==> src/ptc_defines.svh <==
// Constants for the pointer control and general word register block
// Behaviour
// - Select resets 00, pointer 0 not yet active
// - Writes of selected pointer or control activate
// - Auto increment/decrement changes neither select nor activation
// - Write-through data write selects its own pointer
// - Control bit 2: pointer 0 word mode
// - Control bit 3: pointer 1 word mode
// - Control bit 4: frame pointer word mode
// - Control bits 15..5 read zero
// - General word clears on reset, free access
// - Byte reads and writes via byte locations
// - Swap location returns bytes exchanged
// - Low byte view reads 00h after reset
// - Low byte write stores bits 7:0
// - Low byte read returns least significant byte
// - Select 00/01/10 decode; 11 means frame
// - High byte location writes/reads upper byte
// - Swap location is read-only
`ifndef PTC_DEFINES_SVH
`define PTC_DEFINES_SVH
`define PTC_IDX_CTL 4
`define PTC_IDX_WORD 5
`define PTC_IDX_LOW 6
`define PTC_IDX_SWAP 8
`define PTC_IDX_HIGH 9
`define PTC_CTL_W 5
`define PTC_CTL_RST 5'h1C
`define PTC_SEL_LSB 0
`define PTC_SEL_MSB 1
`define PTC_WM0_BIT 2
`define PTC_WM1_BIT 3
`define PTC_WMF_BIT 4
`define PTC_WORD_RST 16'h0000
`endif

==> src/ptc_pkg.sv <==
// Types for the pointer control and general word register block
package ptc_pkg;
	typedef enum logic [1:0] {
		PTC_PTR_DP0 = 2'h0,
		PTC_PTR_DP1 = 2'h1,
		PTC_PTR_FRAME = 2'h2
	} ptc_ptr_t;
endpackage

==> src/ptc_swap.sv <==
// Byte exchange of a 16-bit word
`timescale 1ns/10ps
module ptc_swap #(
	parameter int BYTE_W = 8
) (
	// Word in
	input wire logic [2*BYTE_W-1:0] word_in,
	// Swapped word out
	output logic [2*BYTE_W-1:0] word_out
);
	always_comb begin
		word_out = {word_in[BYTE_W-1:0], word_in[2*BYTE_W-1:BYTE_W]};
	end
endmodule

==> src/ptc_top.sv <==
// Pointer control register and general word register behind an APB slave
`timescale 1ns/10ps
`include "ptc_defines.svh"
module ptc_top #(
	parameter int ADDR_W = 12
) (
	// Clock and reset
	input wire logic mclk,
	input wire logic resetn,
	// APB slave
	input wire logic psel,
	input wire logic penable,
	input wire logic pwrite,
	input wire logic [ADDR_W-1:0] paddr,
	input wire logic [31:0] pwdata,
	output logic [31:0] prdata,
	output logic pready,
	output logic pslverr,
	// Core pointer events
	input wire logic core_wr_dp0,
	input wire logic core_wr_dp1,
	input wire logic core_wr_base,
	input wire logic core_wr_offs,
	input wire logic core_mem_wr,
	input wire ptc_pkg::ptc_ptr_t core_mem_wr_ptr,
	input wire logic write_through_en,
	// Pointer control state
	output logic [1:0] source_pointer_select,
	output logic src_ptr_active,
	output ptc_pkg::ptc_ptr_t active_ptr,
	output logic active_word_mode,
	output logic ptr0_word_mode,
	output logic ptr1_word_mode,
	output logic frame_ptr_word_mode,
	// General word
	output logic [15:0] general_word
);
	localparam int IW = ADDR_W - 2;
	localparam logic [IW-1:0] IDX_CTL = IW'(`PTC_IDX_CTL);
	localparam logic [IW-1:0] IDX_WORD = IW'(`PTC_IDX_WORD);
	localparam logic [IW-1:0] IDX_LOW = IW'(`PTC_IDX_LOW);
	localparam logic [IW-1:0] IDX_SWAP = IW'(`PTC_IDX_SWAP);
	localparam logic [IW-1:0] IDX_HIGH = IW'(`PTC_IDX_HIGH);

	// Reserved code 11 falls back to the frame pointer
	function automatic ptc_pkg::ptc_ptr_t ptc_decode(input logic [1:0] sel);
		ptc_pkg::ptc_ptr_t p;
		case (sel)
			2'h0: p = ptc_pkg::PTC_PTR_DP0;
			2'h1: p = ptc_pkg::PTC_PTR_DP1;
			default: p = ptc_pkg::PTC_PTR_FRAME;
		endcase
		return p;
	endfunction

	function automatic logic ptc_wmode(input logic [`PTC_CTL_W-1:0] ctl,
		input ptc_pkg::ptc_ptr_t p);
		logic m;
		case (p)
			ptc_pkg::PTC_PTR_DP0: m = ctl[`PTC_WM0_BIT];
			ptc_pkg::PTC_PTR_DP1: m = ctl[`PTC_WM1_BIT];
			default: m = ctl[`PTC_WMF_BIT];
		endcase
		return m;
	endfunction

	logic [`PTC_CTL_W-1:0] ctl_ff, nxt_ctl;
	logic active_ff, nxt_active;
	ptc_pkg::ptc_ptr_t act_ptr_ff, nxt_act_ptr;
	logic act_wm_ff, nxt_act_wm;
	logic [15:0] word_ff, nxt_word;
	logic [31:0] prdata_ff, nxt_prdata;
	logic pready_ff, nxt_pready;
	logic pslverr_ff, nxt_pslverr;
	logic [IW-1:0] idx;
	logic access;
	logic wr_go;
	logic sel_hit;
	logic wt_hit;
	logic ctl_wr;
	logic [15:0] word_swapped;
	ptc_pkg::ptc_ptr_t sel_ptr;

	ptc_swap #(
		.BYTE_W(8)
	) u_swap (
		.word_in(word_ff),
		.word_out(word_swapped)
	);

	always_comb begin
		idx = paddr[ADDR_W-1:2];
		access = psel & penable;
		wr_go = access & pready_ff & pwrite;
		ctl_wr = wr_go && (idx == IDX_CTL);
		sel_ptr = ptc_decode(ctl_ff[`PTC_SEL_MSB:`PTC_SEL_LSB]);
		// Only a write of the pointer now selected activates it
		sel_hit = ((sel_ptr == ptc_pkg::PTC_PTR_DP0) && core_wr_dp0) ||
			((sel_ptr == ptc_pkg::PTC_PTR_DP1) && core_wr_dp1) ||
			((sel_ptr == ptc_pkg::PTC_PTR_FRAME) && (core_wr_base || core_wr_offs));
		wt_hit = core_mem_wr & write_through_en;
	end

	// Pointer control and general word
	always_comb begin
		nxt_ctl = ctl_ff;
		nxt_active = active_ff;
		nxt_word = word_ff;
		// Increment/decrement has no input here: it cannot disturb select
		if (sel_hit) begin
			nxt_active = 1'b1;
		end
		if (wt_hit) begin
			nxt_ctl[`PTC_SEL_MSB:`PTC_SEL_LSB] = 2'(core_mem_wr_ptr);
			nxt_active = 1'b1;
		end
		// A software write in the same cycle is the later instruction and wins
		if (wr_go) begin
			case (idx)
				IDX_CTL: begin
					nxt_ctl = pwdata[`PTC_CTL_W-1:0];
					nxt_active = 1'b1;
				end
				IDX_WORD: begin
					nxt_word = pwdata[15:0];
				end
				IDX_LOW: begin
					nxt_word = {word_ff[15:8], pwdata[7:0]};
				end
				IDX_HIGH: begin
					nxt_word = {pwdata[7:0], word_ff[7:0]};
				end
				default: begin
					nxt_word = word_ff;
				end
			endcase
		end
		nxt_act_ptr = ptc_decode(nxt_ctl[`PTC_SEL_MSB:`PTC_SEL_LSB]);
		nxt_act_wm = ptc_wmode(nxt_ctl, nxt_act_ptr);
	end

	always_ff @(posedge mclk) begin
		if (!resetn) begin
			ctl_ff <= `PTC_CTL_RST;
			active_ff <= 1'b0;
			act_ptr_ff <= ptc_pkg::PTC_PTR_DP0;
			act_wm_ff <= 1'b1;
			word_ff <= `PTC_WORD_RST;
		end else begin
			ctl_ff <= nxt_ctl;
			active_ff <= nxt_active;
			act_ptr_ff <= nxt_act_ptr;
			act_wm_ff <= nxt_act_wm;
			word_ff <= nxt_word;
		end
	end

	// APB answer: one wait state, read data captured before pready
	always_comb begin
		nxt_pready = access & ~pready_ff;
		nxt_prdata = prdata_ff;
		nxt_pslverr = 1'b0;
		if (access && !pready_ff) begin
			nxt_prdata = 32'h0;
			case (idx)
				IDX_CTL: begin
					nxt_prdata[`PTC_CTL_W-1:0] = ctl_ff;
				end
				IDX_WORD: begin
					nxt_prdata[15:0] = word_ff;
				end
				IDX_LOW: begin
					nxt_prdata[7:0] = word_ff[7:0];
				end
				IDX_HIGH: begin
					nxt_prdata[7:0] = word_ff[15:8];
				end
				IDX_SWAP: begin
					nxt_prdata[15:0] = word_swapped;
					nxt_pslverr = pwrite;
				end
				default: begin
					nxt_pslverr = 1'b1;
				end
			endcase
		end
	end

	always_ff @(posedge mclk) begin
		if (!resetn) begin
			prdata_ff <= 32'h0;
			pready_ff <= 1'b0;
			pslverr_ff <= 1'b0;
		end else begin
			prdata_ff <= nxt_prdata;
			pready_ff <= nxt_pready;
			pslverr_ff <= nxt_pslverr;
		end
	end

	assign prdata = prdata_ff;
	assign pready = pready_ff;
	assign pslverr = pslverr_ff;
	assign source_pointer_select = ctl_ff[`PTC_SEL_MSB:`PTC_SEL_LSB];
	assign src_ptr_active = active_ff;
	assign active_ptr = act_ptr_ff;
	assign active_word_mode = act_wm_ff;
	assign ptr0_word_mode = ctl_ff[`PTC_WM0_BIT];
	assign ptr1_word_mode = ctl_ff[`PTC_WM1_BIT];
	assign frame_ptr_word_mode = ctl_ff[`PTC_WMF_BIT];
	assign general_word = word_ff;

	logic rd_done;
	assign rd_done = access & pready_ff & ~pwrite;
endmodule

==> config.mk <==
export PLATFORM = sky130hd
export DESIGN_NAME = ptc_top
export DESIGN_NICKNAME = d
export VERILOG_FILES = /design/src/ptc_pkg.sv /design/src/ptc_swap.sv /design/src/ptc_top.sv
export VERILOG_INCLUDE_DIRS = /design/src
export SDC_FILE = /design/constraint.sdc
export NUM_CORES = 1
export LEC_CHECK = 0
export ABC_CLOCK_PERIOD_IN_PS = 1380
export BUFFER_PORTS_ARGS = -buffer_cell sky130_fd_sc_hd__buf_2
export CAP_MARGIN = 10
export CORE_MARGIN = 2
export CORE_UTILIZATION = 40
export DETAILED_ROUTE_END_ITERATION = 8
export PLACE_DENSITY = 0.76
export SLEW_MARGIN = 15
export SYNTH_ARGS = -nofsm -noshare
export SYNTH_HDL_FRONTEND = slang
export SYNTH_SLANG_ARGS = --single-unit
==> constraint.sdc <==
create_clock -name mclk -period 1.38 [get_ports mclk]
set_input_delay 0.138 -clock mclk [delete_from_list [all_inputs] [get_ports mclk]]
set_output_delay 0.138 -clock mclk [all_outputs]
set_load 0.02 [all_outputs]
==> flow_summary.json, run 1 <==
{
  "status": "finished, violations left",
  "violations": "negative setup slack",
  "netlist_area_mm2": 0.00209,
  "numPortBuffers": 81,
  "drt-pass1-iter-count": 4,
  "place_area_mm2": 0.00275,
  "antenna_left": 0,
  "stdcell_area_mm2": 0.00296,
  "post-route-period-util": 1.06,
  "diodes": 0,
  "synth-edff-count": 0,
  "ioPinCount": 116,
  "min_from": "pwdata[7]",
  "setup.worst_path.start": "pready",
  "gp_congestion": 0.859,
  "cts_tree": "built",
  "whs_ps": 96.5,
  "synth.top_cell.area_share": 0.411,
  "grt_pass1_wl_mm": 9.53,
  "ys_types": 38,
  "ys_seq_area_frac": 0.411,
  "cts-root-buf": "clkbuf_8",
  "yosys.area.top_type": "dfxtp_1",
  "fin_skew_ps": 8.28,
  "antenna_found_initial": 0,
  "dieArea_mm2": 0.00582,
  "die_h_um": 76.3,
  "htreeDepth": 2,
  "rsz0062_at_grt": "true",
  "r2r-end": "active_word_mode",
  "dp_hpwl_mm": 4.51,
  "peakVddDrop_v": 0.000549,
  "track_usage": 0.202,
  "clock_sinks": 43,
  "hp-class": "in -> reg",
  "finalMaxSlewViolations": 0,
  "timing.fmax_mhz": 685,
  "worstPathRequired_ps": 1550,
  "finalSetupViolations": 6,
  "grt_pass1_vias": 2044,
  "initial_utilization": 0.412,
  "p_leak_nw": 1.37,
  "final-hold-violation-count": 0,
  "crit_fanout": 7,
  "synth_cells": 229,
  "synth_seq_cells": 43,
  "detail_route.wl_per_cell_um": 14.7,
  "grt_max_degree": 22,
  "path_class": "reg -> reg",
  "r2r_cells": 5,
  "wl_mm": 6.02,
  "layout_min_cycle_time_ps": 1460,
  "worst_ep_arrival_time_ps": 1630,
  "route.detailed.drc": 0,
  "crit_path_start_kind": "flip-flop",
  "path_clk_slew_ps": 80,
  "ys.flop_type": "dfxtp_1",
  "maxCapViolations": 0,
  "area_growth_pct": 41.3,
  "dieWidth_um": 76.3,
  "holdPathEnd": "general_word[7]",
  "final_nets": 396,
  "clock_latency_ps": 300,
  "layout-drive-gt1-share": 0.447,
  "setup_slack_ps": -79.3,
  "r2r_slack_ps": -80,
  "hold_path_depth": 3,
  "synth_area_per_cell_um2": 9.14,
  "synthArstFlopShare": 0,
  "power.total_mw": 2.54,
  "drt_iter0_drc": 58,
  "p_per_area_mw_per_mm2": 859,
  "end_kind": "flip-flop",
  "cts_made_buffers": 5,
  "core_area_mm2": 0.00507,
  "grt_overflow": 0,
  "rr_startpoint": "pready",
  "drt-vias-per-instance": 5.24,
  "yosysWarnings": 0,
  "cts_buffer_depth": 2,
  "setup_tns_ps": -218,
  "rows": 26,
  "vias": 2149,
  "synthTopCellsByArea": "dfxtp_1, nor2_1, buf_4"
}
-- kinds of logic after synthesis --
group,Yosys count,synth area share
compound gates,72,0.224
buf+inv,27,0.0837
other cells,1,0.00179
mux,16,0.0855
simple gates,70,0.194
flops,43,0.411
-- cell type report --
cell class | instances | area, µm²
Inverter | 3 | 11.3
Fill cell | 466 | 2120
Sequential cell | 43 | 865
Multi-Input combinational cell | 174 | 1210
Tap cell | 70 | 87.6
Clock inverter | 1 | 6.26
Timing Repair Buffer | 112 | 679
Clock buffer | 7 | 96.3
-- metrics by stage --
stage / instances / setup WS, ps / utilization
finish: 410 / -79.3 / 0.583
global route: 410 / -149 / 0.583
CTS: 409 / -61.0 / 0.564
detailed placement: 401 / -201 / 0.541
global placement: 401 / -145 / 0.541
floorplan: 244 / -70.5 / -
-- worst max-delay path: stages (launching register included) --
cell and delay [ps]:
dfxtp_4 340, and4_4 230, nand4_4 180, mux2_4 380, nor2_4 110, o221ai_2 100
-- Yosys cell counts, drive strengths merged, types with 2 or more instances --
| cell type | count |
|---|---|
| nor4 | 2 |
| nor2 | 35 |
| a221oi | 8 |
| o21ai | 24 |
| a22o | 3 |
| nand2 | 12 |
| and2 | 4 |
| and3 | 3 |
| clkbuf | 4 |
| or2 | 2 |
| nand2b | 4 |
| buf | 20 |
| dfxtp | 43 |
| inv | 3 |
| mux2i | 11 |
| mux2 | 5 |
| a21oi | 16 |
| a22oi | 16 |
-- state kept, by name, indices dropped and copies added, names as in the netlist --
register,cells
general_word,16
pready,1
src_ptr_active,1
active_word_mode,1
ctl_ff,5
prdata,16
pslverr,1
active_ptr,2
-- worst max path at each step --
stage                        to  slack (ps)  cells past startpoint
6_report       active_word_mode         -80                      5
5_1_grt        active_word_mode        -150                      5
4_1_cts        active_word_mode         -60                      5
3_5_place_dp   active_word_mode        -200                      7
3_3_place_gp   active_word_mode        -140                      7
2_1_floorplan  active_word_mode         -70                      5
-- timing repair --
item                                    CTS  global route
pin swaps                                 4             6
buffers inserted                          0             1
resized for setup                         7            19
endpoints found under the setup margin   10            30
hold buffers                              0             0
-- cell usage in the layout, fill, tap and decap left out, types with 4 or more instances in the layout --
master,instances
o21ai_0,17
clkbuf_8,7
a21oi_1,15
nor2_1,32
buf_4,27
nand2_1,12
dfxtp_1,42
a221oi_2,6
a22oi_1,16
buf_2,81
and2_1,4
conb_1,16
mux2i_1,7
o21ai_1,7
-- layer usage --
| metal | part of all wire | track usage | wire (µm) |
|---|---|---|---|
| met1 | 0.40 | 0.244 | 2430 |
| met2 | 0.50 | 0.346 | 2980 |
| met3 | 0.076 | 0.0509 | 459 |
| met4 | 0.024 | 0.0745 | 145 |
| met5 | 0 | 0 | 0 |
-- power breakdown --
group | switching, mW | internal (mW) | total [mW]
clock | 0.410 | 0.456 | 0.866
sequential | 0.0122 | 1.26 | 1.28
combinational | 0.232 | 0.164 | 0.396
No activity file was read; power rests on OpenSTA's default activity.
==> run 2: changes to the inputs <==
ABC_AREA = 1   (was unset)
CORE_UTILIZATION = 42   (was 40)
PLACE_DENSITY = 0.77   (was 0.76)
==> run 2 against run 1 <==
Against the previous run:
- the flow now finishes without violations
- sequential share of layout area decreased by 0.97 points
- setup slack improved by 190 ps
- clock skew decreased by 4.6 ps
- total power increased by 5.2%
- first-iteration DRC count increased to 2.7 times the previous value
- non-clock buffer count decreased by 9
- maximum frequency increased by 15%
- clock-buffer cell count decreased by 1
- critical path depth increased by 2
- clock power increased by 18%
==> flow_summary.json, run 2 <==
{
  "cts_made_buffers": 5,
  "netlist_area_mm2": 0.00238,
  "final_common_cell": "buf_2",
  "wl_mm": 6.16,
  "multiInputGateArea_mm2": 0.00124,
  "holdPathEnd": "general_word[5]",
  "path_class": "reg -> reg",
  "ys_types": 29,
  "hp-class": "in -> reg",
  "synthTopCellsByArea": "dfxtp_1, nand2_1, nor2_1",
  "crit_chain": "nand2_1 > nor2_4 > nand3_2 > nand2_1 > nand2_2 > a21oi_1 > nand2_1",
  "min_from": "pwdata[5]",
  "r2r_cells": 7,
  "hold_path_depth": 3,
  "dieWidth_um": 79.3,
  "timing.fmax_mhz": 790,
  "yosysWarnings": 0,
  "final-hold-violation-count": 0,
  "dieArea_mm2": 0.00628,
  "grt_overflow": 0,
  "end_kind": "flip-flop",
  "crit_fanout": 7,
  "layout-drive-gt1-share": 0.313,
  "core_area_mm2": 0.00547,
  "finalSetupViolations": 0,
  "ys.flop_type": "dfxtp_1",
  "antenna_found_initial": 0,
  "cts_buffer_depth": 2,
  "die_h_um": 79.3,
  "crit_buf_inv": 0,
  "synth-edff-count": 0,
  "cp_slowest_cell": "dfxtp_2",
  "path_common_cell": "nand2_1",
  "diodes": 0,
  "synth_seq_cells": 43,
  "peakVddDrop_v": 0.000375,
  "htreeDepth": 2,
  "ys_seq_area_frac": 0.362,
  "antenna_left": 0,
  "p_per_area_mw_per_mm2": 876,
  "r2r_slack_ps": 110,
  "fin_skew_ps": 3.65,
  "worst_ep_arrival_time_ps": 1460,
  "yosys.area.top_type": "dfxtp_1",
  "synthArstFlopShare": 0,
  "rows": 27,
  "cp_top_family": "simple AND/OR/NAND/NOR gates",
  "dp_hpwl_mm": 4.90,
  "gp_congestion": 0.912,
  "grt_pass1_vias": 2226,
  "area_growth_pct": 28.2,
  "grt_max_degree": 17,
  "path_depth": 7,
  "whs_ps": 131,
  "maxCapViolations": 0,
  "finalMaxSlewViolations": 0,
  "rr_startpoint": "pready",
  "clock_sinks": 43,
  "vias": 2465,
  "cts_resized": 0,
  "setup_tns_ps": 0,
  "track_usage": 0.202,
  "rsz0062_at_grt": "false",
  "numPortBuffers": 81,
  "holdBufCountCts": 0,
  "initial_utilization": 0.435,
  "ioPinCount": 116,
  "layout_common_cells": "buf_2, nand2_1, nor2_1",
  "netlist_top_cells_count": "nand2_1, nor2_1, dfxtp_1, inv_1, nand3_1",
  "status": "completed",
  "drt-vias-per-instance": 4.72,
  "crit_path_start_kind": "flip-flop",
  "synth_area_per_cell_um2": 6.82,
  "route.detailed.drc": 0,
  "drt-pass1-iter-count": 4,
  "synth.top_cell.area_share": 0.362,
  "p_leak_nw": 1.72,
  "final_nets": 506,
  "r2r-end": "active_word_mode",
  "cts-root-buf": "clkbuf_8",
  "fillers": 565,
  "max_stage_delay_ps": 340,
  "post-route-period-util": 0.918,
  "detail_route.wl_per_cell_um": 11.8,
  "cts_setup_buffers": 0,
  "register_area_um2": 862,
  "layout_min_cycle_time_ps": 1270,
  "post-synth-top-count-cell": "nand2_1",
  "grt_pass1_wl_mm": 10.0,
  "worstPathRequired_ps": 1580,
  "fin_util": 0.557,
  "cts_tree": "built",
  "synth_cells": 349,
  "clock_latency_ps": 300,
  "drt_iter0_drc": 158,
  "path_clk_slew_ps": 80
}
==> run 2: power by group <==
group	internal, mW	switching, mW	total (mW)
Sequential	1.27	0.0147	1.29
Clock	0.586	0.434	1.02
Combinational	0.126	0.239	0.365
Total	1.98	0.687	2.67
==> run 2: how the worst max path moves through the flow <==
| stage | from | end | slack, ps |
|---|---|---|---|
| after detailed placement | paddr[11] | general_word[15] | 1 |
| after CTS | pready | active_word_mode | 80 |
| after floorplan | pready | active_word_mode | 50 |
| after global placement | paddr[11] | general_word[14] | 8 |
| after global routing | pready | active_word_mode | 6 |
| final | pready | active_word_mode | 110 |
==> run 2: metrics by stage <==
stage	setup slack [ps]	instance area (µm²)	cells	total power, mW
after detailed placement	1.22	2930	514	1.68
after global placement	8.00	2930	514	1.68
after floorplan	48.6	2440	364	1.57
after CTS	78.1	3040	522	2.69
final	114	3050	522	2.67
after global routing	5.66	3050	522	2.80
==> run 2: layer usage <==
| layer | global-route usage | up-vias | routed length, µm | part of all wire |
|---|---|---|---|---|
| li1 | - | 1284 | - | - |
| met1 | 0.263 | 1090 | 2640 | 0.43 |
| met2 | 0.335 | 82 | 2960 | 0.48 |
| met3 | 0.0420 | 9 | 468 | 0.076 |
| met4 | 0.0638 | 0 | 93 | 0.015 |
| met5 | 0 | - | 0 | 0 |
==> run 2: final cells by class <==
| type | instances | share of cell area |
|---|---|---|
| Sequential cell | 43 | 0.283 |
| Multi-Input combinational cell | 253 | 0.408 |
| Clock inverter | 2 | 0.0115 |
| Tap cell | 72 | 0.0295 |
| Inverter | 43 | 0.0529 |
| Clock buffer | 6 | 0.0271 |
| Timing Repair Buffer | 103 | 0.188 |
==> run 2: logic make-up (layout without fill, tap and decap cells) <==
family,Yosys count,in the layout,share of synthesized area
AND/OR/NAND/NOR,197,197,0.404
flip-flops,43,43,0.362
AO/OA/AOI/OAI,40,40,0.0926
other,1,16,0.00158
buffers and inverters,68,154,0.140
==> run 2: worst register-to-register path: stages (launching register included) <==
cell and delay [ps]:
dfxtp_2 340, nand2_1 80, nor2_4 210, nand3_2 160, nand2_1 100, nand2_2 70
a21oi_1 150, nand2_1 60
